`config.mk`:
```
export PLATFORM = sky130hd
export DESIGN_NAME = fiob_bank
export DESIGN_NICKNAME = d
export VERILOG_FILES = /design/src/hdl/fiob_pkg.sv /design/src/hdl/fiob_bank.sv /design/src/hdl/fiob_fifo.sv /design/src/hdl/fiob_blink.sv
export SDC_FILE = /design/constraint.sdc
export NUM_CORES = 1
export LEC_CHECK = 0
export BUFFER_PORTS_ARGS = -buffer_cell sky130_fd_sc_hd__buf_2
export CAP_MARGIN = 0
export CORE_ASPECT_RATIO = 1.1
export CORE_MARGIN = 2
export CORE_UTILIZATION = 35
export CTS_BUF_LIST = sky130_fd_sc_hd__clkbuf_2
export CTS_CLUSTER_DIAMETER = 60
export CTS_CLUSTER_SIZE = 40
export DETAILED_ROUTE_END_ITERATION = 8
export PLACE_DENSITY = 0.55
export SLEW_MARGIN = 0
export SYNTH_ARGS = -nofsm -noshare
export SYNTH_HDL_FRONTEND = slang
export SYNTH_SLANG_ARGS = --single-unit
export TNS_END_PERCENT = 30
```
`constraint.sdc`:
```
create_clock -name clk_i -period 19.57 [get_ports clk_i]
set_input_delay 0 -clock clk_i [delete_from_list [all_inputs] [get_ports clk_i]]
set_output_delay 0 -clock clk_i [all_outputs]
set_load 0.01 [all_outputs]
```
`src/hdl/fiob_pkg.sv`:
```
// Purpose: shared constants for the fifo and i/o register bank
// Assumes: 125 MHz clock, byte addresses on a 6-bit local bus
`default_nettype none
package fiob_pkg;
  localparam int ADDR_W = 6;
  localparam logic [5:0] OFS_CTRL = 6'h00;
  localparam logic [5:0] OFS_STAT = 6'h04;
  localparam logic [5:0] OFS_FIFO = 6'h0C;
  localparam logic [5:0] OFS_TTL_OUT = 6'h14;
  localparam logic [5:0] OFS_TTL_IN = 6'h18;
  localparam logic [5:0] OFS_ECL_OUT = 6'h1C;
  localparam logic [5:0] OFS_ECL_IN = 6'h20;
  localparam logic [5:0] OFS_TX_CNT = 6'h24;
  localparam logic [5:0] OFS_AE_LVL = 6'h2C;
  localparam logic [5:0] OFS_AF_LVL = 6'h38;
  // control bit positions
  localparam int C_TX_RST = 0;
  localparam int C_RX_RST = 1;
  localparam int C_LOOP = 3;
  localparam int C_MIE = 4;
  localparam int C_FORCE = 5;
  localparam int C_EXT = 6;
  localparam int C_AUTOCLR = 7;
  localparam int C_IE_LO = 8;
  localparam int C_RX_START = 12;
  localparam int C_TX_START = 13;
  localparam int C_SS_EN = 14;
  localparam int C_LED_EN = 15;
  localparam int C_LED_ON = 16;
  localparam int C_SCLK = 20;
  localparam int C_S2 = 21;
  localparam int C_SDATA = 22;
  localparam int C_PLL_EN = 23;
  // stored control bits; start/stop enable is absent on purpose
  localparam logic [31:0] CTRL_MASK = 32'h00F19FFF;
  localparam logic [31:0] CTRL_RST = 32'h00000000;
  // status bit positions
  localparam int S_TX_EMPTY = 0;
  localparam int S_TX_AE = 1;
  localparam int S_TX_FULL = 2;
  localparam int S_TX_DV = 3;
  localparam int S_RX_EMPTY = 4;
  localparam int S_RX_AF = 5;
  localparam int S_RX_FULL = 6;
  localparam int S_RX_DV = 7;
  localparam int S_LATCH_LO = 8;
  localparam int S_INT_ACT = 13;
  localparam int S_SDATA_IN = 15;
  localparam int LVL_W = 12;
  localparam int TTL_W = 12;
  localparam int ECL_W = 8;
  localparam int INT_DEPTH = 8;
  localparam int EXT_DEPTH = 16;
  // led blink: half period in ms, cycles derived from the clock rate
  localparam int CLK_KHZ = 125000;
  localparam int BLINK_HALF_MS = 250;
  localparam int BLINK_HALF_CYC = CLK_KHZ * BLINK_HALF_MS;
endpackage
`default_nettype wire

```
`src/hdl/fiob_bank.sv`:
```
// Purpose: local register bank with tx/rx fifos, pll, led, ttl and ecl i/o
// Assumes: local bus strobes are one-cycle pulses synchronous to clk_i
// Notes: read data appears one cycle after the read strobe
`default_nettype none
module fiob_bank #(
  parameter int BLINK_HALF_CYC = fiob_pkg::BLINK_HALF_CYC,
  parameter int INT_DEPTH = fiob_pkg::INT_DEPTH,
  parameter int EXT_DEPTH = fiob_pkg::EXT_DEPTH
) (
  // clock and reset
  input wire logic clk_i,
  input wire logic rst_i,
  // local bus
  input wire logic [fiob_pkg::ADDR_W-1:0] lb_addr_i,
  input wire logic lb_wr_i,
  input wire logic lb_rd_i,
  input wire logic [31:0] lb_wdata_i,
  output logic [31:0] lb_rdata_o,
  output logic lb_rack_o,
  output logic lb_data_oe_n_o,
  // transmit engine
  output logic tx_start_o,
  output logic [31:0] tx_word_o,
  output logic tx_word_valid_o,
  input wire logic tx_take_i,
  // receive engine
  output logic rx_start_o,
  input wire logic rx_wr_i,
  input wire logic [31:0] rx_wdata_i,
  // host interrupt
  output logic irq_o,
  // user led
  output logic led_o,
  // pll serial programming
  output logic pll_sclk_o,
  output logic pll_s2_o,
  output logic pll_sdata_o,
  output logic pll_sdata_oe_n_o,
  input wire logic pll_sdata_i,
  // ttl lines, open drain
  input wire logic [fiob_pkg::TTL_W-1:0] ttl_i,
  output logic [fiob_pkg::TTL_W-1:0] ttl_o,
  output logic [fiob_pkg::TTL_W-1:0] ttl_oe_n_o,
  // spare ecl lines
  input wire logic [fiob_pkg::ECL_W-1:0] ecl_i,
  output logic [fiob_pkg::ECL_W-1:0] ecl_o
);
  localparam int ECW = $clog2(EXT_DEPTH + 1);
  localparam int ICW = $clog2(INT_DEPTH + 1);

  logic [31:0] ctrl_ff;
  logic [3:0] latch_ff;
  logic [fiob_pkg::LVL_W-1:0] ae_lvl_ff;
  logic [fiob_pkg::LVL_W-1:0] af_lvl_ff;
  logic tx_ae_prev_ff;
  logic rx_af_prev_ff;
  logic [31:0] tx_pf_ff;
  logic tx_dv_ff;
  logic [31:0] rx_pf_ff;
  logic rx_dv_ff;
  logic blink;

  // bus decode
  logic wr_ctrl;
  logic wr_stat;
  logic wr_fifo;
  logic rd_fifo;
  assign wr_ctrl = lb_wr_i & (lb_addr_i == fiob_pkg::OFS_CTRL);
  assign wr_stat = lb_wr_i & (lb_addr_i == fiob_pkg::OFS_STAT);
  assign wr_fifo = lb_wr_i & (lb_addr_i == fiob_pkg::OFS_FIFO);
  assign rd_fifo = lb_rd_i & (lb_addr_i == fiob_pkg::OFS_FIFO);

  // control fields
  logic ext_sel;
  logic loop_en;
  logic tx_run;
  logic tx_rst;
  logic rx_rst;
  assign ext_sel = ctrl_ff[fiob_pkg::C_EXT];
  assign loop_en = ctrl_ff[fiob_pkg::C_LOOP];
  assign tx_run = ctrl_ff[fiob_pkg::C_TX_START];
  assign tx_rst = ctrl_ff[fiob_pkg::C_TX_RST];
  assign rx_rst = ctrl_ff[fiob_pkg::C_RX_RST];

  // logical tx/rx fifo sides
  logic tx_in_ready;
  logic tx_out_valid;
  logic [31:0] tx_out_data;
  logic tx_pop;
  logic [31:0] tx_cnt;
  logic rx_push;
  logic [31:0] rx_push_data;
  logic rx_in_ready;
  logic rx_out_valid;
  logic [31:0] rx_out_data;
  logic rx_pop;
  logic [31:0] rx_cnt;

  // physical fifos
  logic e_in_ready;
  logic e_out_valid;
  logic [31:0] e_out_data;
  logic [ECW-1:0] e_cnt;
  logic i_in_ready;
  logic i_out_valid;
  logic [31:0] i_out_data;
  logic [ICW-1:0] i_cnt;

  fiob_fifo #(
    .WIDTH(32),
    .DEPTH(EXT_DEPTH)
  ) u_ext_fifo (
    .clk_i(clk_i),
    .rst_i(rst_i),
    .clr_i(ext_sel ? tx_rst : rx_rst),
    .in_valid_i(ext_sel ? wr_fifo : rx_push),
    .in_data_i(ext_sel ? lb_wdata_i : rx_push_data),
    .in_ready_o(e_in_ready),
    .out_valid_o(e_out_valid),
    .out_data_o(e_out_data),
    .out_ready_i(ext_sel ? tx_pop : rx_pop),
    .count_o(e_cnt)
  );

  fiob_fifo #(
    .WIDTH(32),
    .DEPTH(INT_DEPTH)
  ) u_int_fifo (
    .clk_i(clk_i),
    .rst_i(rst_i),
    .clr_i(ext_sel ? rx_rst : tx_rst),
    .in_valid_i(ext_sel ? rx_push : wr_fifo),
    .in_data_i(ext_sel ? rx_push_data : lb_wdata_i),
    .in_ready_o(i_in_ready),
    .out_valid_o(i_out_valid),
    .out_data_o(i_out_data),
    .out_ready_i(ext_sel ? rx_pop : tx_pop),
    .count_o(i_cnt)
  );

  // role swap on the external-fifo select
  assign tx_in_ready = ext_sel ? e_in_ready : i_in_ready;
  assign tx_out_valid = ext_sel ? e_out_valid : i_out_valid;
  assign tx_out_data = ext_sel ? e_out_data : i_out_data;
  assign tx_cnt = ext_sel ? 32'(e_cnt) : 32'(i_cnt);
  assign rx_in_ready = ext_sel ? i_in_ready : e_in_ready;
  assign rx_out_valid = ext_sel ? i_out_valid : e_out_valid;
  assign rx_out_data = ext_sel ? i_out_data : e_out_data;
  assign rx_cnt = ext_sel ? 32'(i_cnt) : 32'(e_cnt);

  // tx drain: engine takes, or loop-back moves into rx when rx has room
  logic tx_consume;
  logic tx_done_evt;
  assign tx_consume = tx_dv_ff &
    (loop_en ? rx_in_ready : (tx_take_i & tx_run));
  // refill the holding word only while it is empty or being emptied
  assign tx_pop = (tx_run | loop_en) & (~tx_dv_ff | tx_consume);
  assign tx_done_evt = tx_run & ~loop_en & tx_take_i & ~tx_dv_ff;

  // rx fill: engine, or loop-back from the tx holding word
  logic rx_ovr_evt;
  assign rx_push = loop_en ? tx_consume : rx_wr_i;
  assign rx_push_data = loop_en ? tx_pf_ff : rx_wdata_i;
  assign rx_ovr_evt = ~loop_en & rx_wr_i & ~rx_in_ready;
  assign rx_pop = ~rx_dv_ff | (rd_fifo & rx_dv_ff);

  // live fifo flags
  logic tx_ae;
  logic rx_af;
  assign tx_ae = tx_cnt <= 32'(ae_lvl_ff);
  assign rx_af = rx_cnt >= 32'(af_lvl_ff);

  // interrupt causes
  logic int_act;
  assign int_act = |(latch_ff & ctrl_ff[fiob_pkg::C_IE_LO +: 4]) |
    ctrl_ff[fiob_pkg::C_FORCE];

  // control register; start/stop enable is never stored
  always_ff @(posedge clk_i or posedge rst_i) begin
    if (rst_i) begin
      ctrl_ff <= fiob_pkg::CTRL_RST;
    end else if (wr_ctrl) begin
      ctrl_ff <= (lb_wdata_i & fiob_pkg::CTRL_MASK) |
        (ctrl_ff & 32'h00002000);
      if (lb_wdata_i[fiob_pkg::C_SS_EN]) begin
        ctrl_ff[fiob_pkg::C_TX_START] <=
          lb_wdata_i[fiob_pkg::C_TX_START];
      end
    end else if (tx_done_evt & ctrl_ff[fiob_pkg::C_AUTOCLR]) begin
      ctrl_ff[fiob_pkg::C_TX_START] <= 1'b0;
    end
  end

  // level registers
  always_ff @(posedge clk_i or posedge rst_i) begin
    if (rst_i) begin
      ae_lvl_ff <= '0;
      af_lvl_ff <= '0;
    end else if (lb_wr_i) begin
      if (lb_addr_i == fiob_pkg::OFS_AE_LVL) begin
        ae_lvl_ff <= lb_wdata_i[fiob_pkg::LVL_W-1:0];
      end
      if (lb_addr_i == fiob_pkg::OFS_AF_LVL) begin
        af_lvl_ff <= lb_wdata_i[fiob_pkg::LVL_W-1:0];
      end
    end
  end

  // i/o latches; a one releases the ttl line
  always_ff @(posedge clk_i or posedge rst_i) begin
    if (rst_i) begin
      ttl_oe_n_o <= '1;
      ecl_o <= '0;
    end else if (lb_wr_i) begin
      if (lb_addr_i == fiob_pkg::OFS_TTL_OUT) begin
        ttl_oe_n_o <= lb_wdata_i[fiob_pkg::TTL_W-1:0];
      end
      if (lb_addr_i == fiob_pkg::OFS_ECL_OUT) begin
        ecl_o <= lb_wdata_i[fiob_pkg::ECL_W-1:0];
      end
    end
  end
  assign ttl_o = '0;

  // tx holding word
  always_ff @(posedge clk_i or posedge rst_i) begin
    if (rst_i) begin
      tx_pf_ff <= 32'h0;
      tx_dv_ff <= 1'b0;
    end else if (tx_rst) begin
      tx_dv_ff <= 1'b0;
    end else if (tx_pop & tx_out_valid) begin
      tx_pf_ff <= tx_out_data;
      tx_dv_ff <= 1'b1;
    end else if (tx_consume) begin
      tx_dv_ff <= 1'b0;
    end
  end
  assign tx_word_o = tx_pf_ff;
  assign tx_word_valid_o = tx_dv_ff;
  assign tx_start_o = tx_run;
  assign rx_start_o = ctrl_ff[fiob_pkg::C_RX_START];

  // rx holding word, filled as soon as the fifo has data
  always_ff @(posedge clk_i or posedge rst_i) begin
    if (rst_i) begin
      rx_pf_ff <= 32'h0;
      rx_dv_ff <= 1'b0;
    end else if (rx_rst) begin
      rx_dv_ff <= 1'b0;
    end else if (rx_pop & rx_out_valid) begin
      rx_pf_ff <= rx_out_data;
      rx_dv_ff <= 1'b1;
    end else if (rd_fifo & rx_dv_ff) begin
      rx_dv_ff <= 1'b0;
    end
  end

  // sticky events; a set in the clear cycle wins
  logic [3:0] set_vec;
  logic [3:0] clr_vec;
  assign set_vec = {rx_af & ~rx_af_prev_ff,
                    tx_ae & ~tx_ae_prev_ff,
                    rx_ovr_evt,
                    tx_done_evt};
  assign clr_vec = wr_stat ?
    lb_wdata_i[fiob_pkg::S_LATCH_LO +: 4] : 4'h0;

  always_ff @(posedge clk_i or posedge rst_i) begin
    if (rst_i) begin
      latch_ff <= 4'h0;
      tx_ae_prev_ff <= 1'b0;
      rx_af_prev_ff <= 1'b0;
    end else begin
      latch_ff <= (latch_ff & ~clr_vec) | set_vec;
      tx_ae_prev_ff <= tx_ae;
      rx_af_prev_ff <= rx_af;
    end
  end

  // status word
  logic [31:0] stat;
  always_comb begin
    stat = 32'h0;
    stat[fiob_pkg::S_TX_EMPTY] = ~tx_out_valid;
    stat[fiob_pkg::S_TX_AE] = tx_ae;
    stat[fiob_pkg::S_TX_FULL] = ~tx_in_ready;
    stat[fiob_pkg::S_TX_DV] = tx_dv_ff;
    stat[fiob_pkg::S_RX_EMPTY] = ~rx_out_valid;
    stat[fiob_pkg::S_RX_AF] = rx_af;
    stat[fiob_pkg::S_RX_FULL] = ~rx_in_ready;
    stat[fiob_pkg::S_RX_DV] = rx_dv_ff;
    stat[fiob_pkg::S_LATCH_LO +: 4] = latch_ff;
    stat[fiob_pkg::S_INT_ACT] = int_act;
    // readback only while the pll lines are enabled
    stat[fiob_pkg::S_SDATA_IN] =
      ctrl_ff[fiob_pkg::C_PLL_EN] & pll_sdata_i;
  end

  // read mux; unmapped offsets read zero
  logic [31:0] rd_mux;
  always_comb begin
    unique case (lb_addr_i)
      fiob_pkg::OFS_CTRL: rd_mux = ctrl_ff;
      fiob_pkg::OFS_STAT: rd_mux = stat;
      fiob_pkg::OFS_FIFO: rd_mux = rx_dv_ff ? rx_pf_ff : 32'h0;
      fiob_pkg::OFS_TTL_OUT: rd_mux = 32'(ttl_oe_n_o);
      fiob_pkg::OFS_TTL_IN: rd_mux = 32'(ttl_i);
      fiob_pkg::OFS_ECL_OUT: rd_mux = 32'(ecl_o);
      fiob_pkg::OFS_ECL_IN: rd_mux = 32'(ecl_i);
      fiob_pkg::OFS_TX_CNT: rd_mux = tx_cnt;
      fiob_pkg::OFS_AE_LVL: rd_mux = 32'(ae_lvl_ff);
      fiob_pkg::OFS_AF_LVL: rd_mux = 32'(af_lvl_ff);
      default: rd_mux = 32'h0;
    endcase
  end

  always_ff @(posedge clk_i or posedge rst_i) begin
    if (rst_i) begin
      lb_rdata_o <= 32'h0;
      lb_rack_o <= 1'b0;
      lb_data_oe_n_o <= 1'b1;
    end else begin
      lb_rdata_o <= lb_rd_i ? rd_mux : 32'h0;
      lb_rack_o <= lb_rd_i;
      lb_data_oe_n_o <= ~lb_rd_i;
    end
  end

  // interrupt to host needs the master enable
  always_ff @(posedge clk_i or posedge rst_i) begin
    if (rst_i) begin
      irq_o <= 1'b0;
    end else begin
      irq_o <= int_act & ctrl_ff[fiob_pkg::C_MIE];
    end
  end

  fiob_blink #(
    .HALF_CYC(BLINK_HALF_CYC)
  ) u_blink (
    .clk_i(clk_i),
    .rst_i(rst_i),
    .blink_o(blink)
  );

  // led and pll pins, registered one cycle after the control word
  always_ff @(posedge clk_i or posedge rst_i) begin
    if (rst_i) begin
      led_o <= 1'b0;
      pll_sclk_o <= 1'b0;
      pll_s2_o <= 1'b0;
      pll_sdata_oe_n_o <= 1'b1;
    end else begin
      led_o <= ctrl_ff[fiob_pkg::C_LED_EN] ?
        ctrl_ff[fiob_pkg::C_LED_ON] : blink;
      pll_sclk_o <= ctrl_ff[fiob_pkg::C_PLL_EN] &
        ctrl_ff[fiob_pkg::C_SCLK];
      pll_s2_o <= ctrl_ff[fiob_pkg::C_S2];
      // open drain: pull low only for a zero data bit
      pll_sdata_oe_n_o <= ~(ctrl_ff[fiob_pkg::C_PLL_EN] &
        ~ctrl_ff[fiob_pkg::C_SDATA]);
    end
  end
  assign pll_sdata_o = 1'b0;
endmodule
`default_nettype wire

```
`src/hdl/fiob_fifo.sv`:
```
// Purpose: synchronous word fifo with valid/ready on both sides
// Assumes: one clock; clr_i empties it in one cycle
// Notes: count is exact, full and empty come straight from it
`default_nettype none
module fiob_fifo #(
  parameter int WIDTH = 32,
  parameter int DEPTH = 8,
  parameter int CW = $clog2(DEPTH + 1)
) (
  // clock and reset
  input wire logic clk_i,
  input wire logic rst_i,
  input wire logic clr_i,
  // fill side
  input wire logic in_valid_i,
  input wire logic [WIDTH-1:0] in_data_i,
  output logic in_ready_o,
  // drain side
  output logic out_valid_o,
  output logic [WIDTH-1:0] out_data_o,
  input wire logic out_ready_i,
  // level
  output logic [CW-1:0] count_o
);
  localparam int PW = (DEPTH > 1) ? $clog2(DEPTH) : 1;
  logic [WIDTH-1:0] mem [DEPTH];
  logic [PW-1:0] wp_ff;
  logic [PW-1:0] rp_ff;
  logic [CW-1:0] cnt_ff;
  logic push;
  logic pop;

  assign in_ready_o = (cnt_ff != CW'(DEPTH));
  assign out_valid_o = (cnt_ff != '0);
  assign out_data_o = mem[rp_ff];
  assign count_o = cnt_ff;
  assign push = in_valid_i & in_ready_o;
  assign pop = out_valid_o & out_ready_i;

  function automatic logic [PW-1:0] inc(input logic [PW-1:0] p);
    inc = (p == PW'(DEPTH - 1)) ? '0 : p + PW'(1);
  endfunction

  always_ff @(posedge clk_i) begin
    if (push) begin
      mem[wp_ff] <= in_data_i;
    end
  end

  always_ff @(posedge clk_i or posedge rst_i) begin
    if (rst_i) begin
      wp_ff <= '0;
      rp_ff <= '0;
      cnt_ff <= '0;
    end else if (clr_i) begin
      wp_ff <= '0;
      rp_ff <= '0;
      cnt_ff <= '0;
    end else begin
      if (push) begin
        wp_ff <= inc(wp_ff);
      end
      if (pop) begin
        rp_ff <= inc(rp_ff);
      end
      cnt_ff <= cnt_ff + CW'(push) - CW'(pop);
    end
  end
endmodule
`default_nettype wire

```
`src/hdl/fiob_blink.sv`:
```
// Purpose: free-running square wave for the user led
// Assumes: HALF_CYC >= 1
// Notes: period is two half periods, so two flashes a second by default
`default_nettype none
module fiob_blink #(
  parameter int HALF_CYC = fiob_pkg::BLINK_HALF_CYC
) (
  // clock and reset
  input wire logic clk_i,
  input wire logic rst_i,
  // wave
  output logic blink_o
);
  logic [31:0] cnt_ff;

  always_ff @(posedge clk_i or posedge rst_i) begin
    if (rst_i) begin
      cnt_ff <= 32'h0;
      blink_o <= 1'b0;
    end else if (cnt_ff == 32'(HALF_CYC - 1)) begin
      cnt_ff <= 32'h0;
      blink_o <= ~blink_o;
    end else begin
      cnt_ff <= cnt_ff + 32'h1;
    end
  end
endmodule
`default_nettype wire

```
==> impl_metrics.toml <==
[route]
routedWlPerCell_um = 26.5
ant_nets = 0
drcViolationCount = 0
dr.pass1.iters = 7
wl_met1_mm = 50.4
vias = 24700
vias_per_cell = 5.51
highest_layer = "met5"
drt_iter0_drc = 2692
route.met2.wl_mm = 58.1
wl_met3_mm = 7.17
wl_mm = 119

[synth]
synth.distinct_cells = 71
yosysSeqAreaShare_pct = 70.2
ys.flop_type = "edfxtp_1"
yosys.area.top_type_share_pct = 56.1
synth_area_mm2 = 0.0411
synth_largest_area_cell = "edfxtp_1"
synth_cells = 2452
synthTopCellsByArea = "edfxtp_1, dfrtp_1, mux4_2, mux2_2, mux2i_1"
synth_seq_cells = 999
async_reset_ff_share_pct = 23.1
syn_avg_cell_area_um2 = 16.8
ys_warn_count = 0
synth_edf_count = 768

[global_route]
antenna_found_initial = 7
grt_pass1_vias = 25500
grtUsageTotal_pct = 19.6
grt_max_degree = 76
grt_overflow_total = 0
grt_pass1_wl_mm = 173

[die]
io_pins = 204
die_width_um = 331
die_h_um = 363
die_area_mm2 = 0.120
design.core.area_mm2 = 0.116
initial_core_util_pct = 35.4
placementRows = 131

[clocking]
cts_setup_buffers = 0
clock_latency_ns = 1.46
clockBufferDepth = 3
cts-htree-levels = 3
cts_buffers = 77
cts_tree = "built"
clk_pin_slew_ns = 0.40
cts_resized = 0
clock_sinks = 999
cts-hold-fix-buffers = 243
cts_root_buf = "clkbuf_2"

[worst_hold_path]
hold_path.startpoint = "rx_wdata_i[26]"
holdPathEnd = "u_ext_fifo.mem[1][26]"
holdPathStages = 4
hold_path.class = "input port to register"

[power_and_ir_drop]
p_leak_uw = 0.0168
powerDensity_mw_per_mm2 = 116
peakVddDrop_v = 0.0000717

[worst_setup_path]
path_cells = "buf_4 > mux4_2 > a22oi_1 > o21ai_0 > a221o_1"
critPathLaunchType = "register"
end_kind = "register"
cp.required_ns = 20.78
slowest_stage = "dfrtp_4"
rr_worst_depth = 5
r2r_end = "rx_pf_ff[24]"
critPathMaxFanout = 66
cpPeakStageDelay_ns = 1.27
r2r_setup_slack_ns = 15.59
regToRegStartpoint = "u_ext_fifo.rp_ff[0]"
arrival_ns = 5.18
crit_type = "register to register"

[cells_and_area]
fin_cells = 4479
nets = 3013
final_layout_size_suffix_gt1_share_pct = 25.4
final_common_cell = "edfxtp_1"
area_growth_pct = 15.9
layout_common_cells = "edfxtp_1, dlygate4sd3_1, dfrtp_1, buf_2, nor2_1"

[timing]
grt_setup_unrepaired = "no"
tightest_slew_ns = 1.44
fin_crit_ns = 3.98
drv_slew = 0
setup_tns_ns = 0
finalClockSkew_ns = 0.279
slew_headroom_pct = 3.78
setup_viol = 0
fmax_mhz = 251
fin_crit_sh_pct = 20.3
final-hold-violation-count = 0

[placed_design]
place_inst = 4085
portBuffers = 190
place.gp.congestion = 0.872
hpwlAfterDp_mm = 71.1

[flow_run]
cap_violations = 0

[outcome]
status = "finished, final reports clean"
==> power by group <==
| part | switching [uW] | internal (uW) |
|---|---|---|
| logic | 934 | 677 |
| clock network | 827 | 241 |
| registers | 234 | 2620 |
==> through the flow <==
| stage | setup slack (ns) | cell area [um2] | total power (uW) | utilization (%) | hold slack, ns |
|---|---|---|---|---|---|
| floorplan | 13.26 | 41200 | 3840 | - | 0.0262 |
| global placement | 15.73 | 43900 | 4420 | 37.7 | 0.217 |
| detailed placement | 15.70 | 43900 | 4460 | 37.7 | 0.217 |
| CTS | 15.56 | 47600 | 5560 | 40.9 | 0.0269 |
| global route | 15.31 | 47600 | 5790 | 41.0 | 0.0180 |
| finish | 15.59 | 47600 | 5530 | 41.0 | 0.0560 |
==> cell usage after synthesis, types with 3 or more instances <==
cell type and number:
dfrtp_1 217, a22o_1 6, buf_2 38, clkbuf_1 71, nand3_1 25, nand2b_1 7
mux2i_1 76, a221oi_1 6, nor3b_1 5, inv_1 42, nor3_1 40, dfstp_2 14
or3_1 5, buf_1 27, mux2_2 125, a22oi_1 53, edfxtp_1 768, mux4_2 160
xor2_1 20, and2_1 36, nor4_1 3, a31oi_1 14, xnor2_1 16, a21oi_1 114
a221o_1 65, nor2_1 180, a21o_1 6, or3b_2 3, ha_1 32, nor2b_1 35
buf_6 4, nor4b_1 3, a222oi_1 15, mux2_1 7, o22ai_1 32, nand4_1 13
nand2_1 50, and3_1 13, buf_4 13, o21ai_0 54
==> area by class of cell <==
type	instances	area [um2]
clock inverter	62	832
antenna	3	7.51
multi-input combinational	1269	11600
timing repair buffer	492	3850
fill	10400	68600
inverter	43	171
tap	1529	1910
sequential	999	28900
clock buffer	82	410
==> worst max path at each step <==
| stage | startpoint | end | slack [ns] | cells past startpoint |
|---|---|---|---|---|
| floorplan | rst_i | ae_lvl_ff[0] | 13.26 | 1 |
| global placement | u_ext_fifo.rp_ff[0] | rx_pf_ff[23] | 15.73 | 7 |
| detailed placement | u_ext_fifo.rp_ff[0] | rx_pf_ff[24] | 15.70 | 5 |
| CTS | u_ext_fifo.rp_ff[0] | rx_pf_ff[24] | 15.56 | 5 |
| global route | u_ext_fifo.rp_ff[0] | rx_pf_ff[24] | 15.31 | 7 |
| finish | u_ext_fifo.rp_ff[0] | rx_pf_ff[24] | 15.59 | 5 |
==> kinds of logic (layout without fill, tap and decap cells) <==
group           after synthesis  after routing  share of synthesized area (%)
fa+ha+maj                    34             34                           1.07
flops                       999            999                           70.2
simple gates                436            436                           5.24
mux                         368            368                           14.2
buf+inv                     196            679                           2.10
other cells                   1             16                        0.00912
xor+xnor                     36             36                          0.767
compound gates              382            382                           6.40
==> per-layer routing <==
metal,up-vias,track usage (%)
li1,10500,-
met1,13100,26.8
met2,908,32.6
met3,201,2.64
met4,8,5.98
met5,-,0
==> sequential cells by signal, summed over array words and instances (netlist names), 3 cells and up <==
signal              count
u_int_fifo.mem        256
rx_pf_ff               32
ecl_o                   8
u_blink.cnt_ff         32
u_ext_fifo.wp_ff        4
u_int_fifo.wp_ff        3
ctrl_ff                20
u_ext_fifo.count_o      5
af_lvl_ff              12
tx_word_o              32
u_ext_fifo.rp_ff        4
ae_lvl_ff              12
latch_ff                4
ttl_oe_n_o             12
u_int_fifo.count_o      4
u_int_fifo.rp_ff        3
lb_rdata_o             32
u_ext_fifo.mem        512
==> worst max-delay path: cells and delay by family (launching register included) <==
kind / cells / cell delay (ns)
flip-flops: 1 / 1.27
buffers and inverters: 1 / 0.92
AO/OA/AOI/OAI: 3 / 0.82
multiplexers: 1 / 0.69
Note: power is estimated with default switching activity, not from simulation.
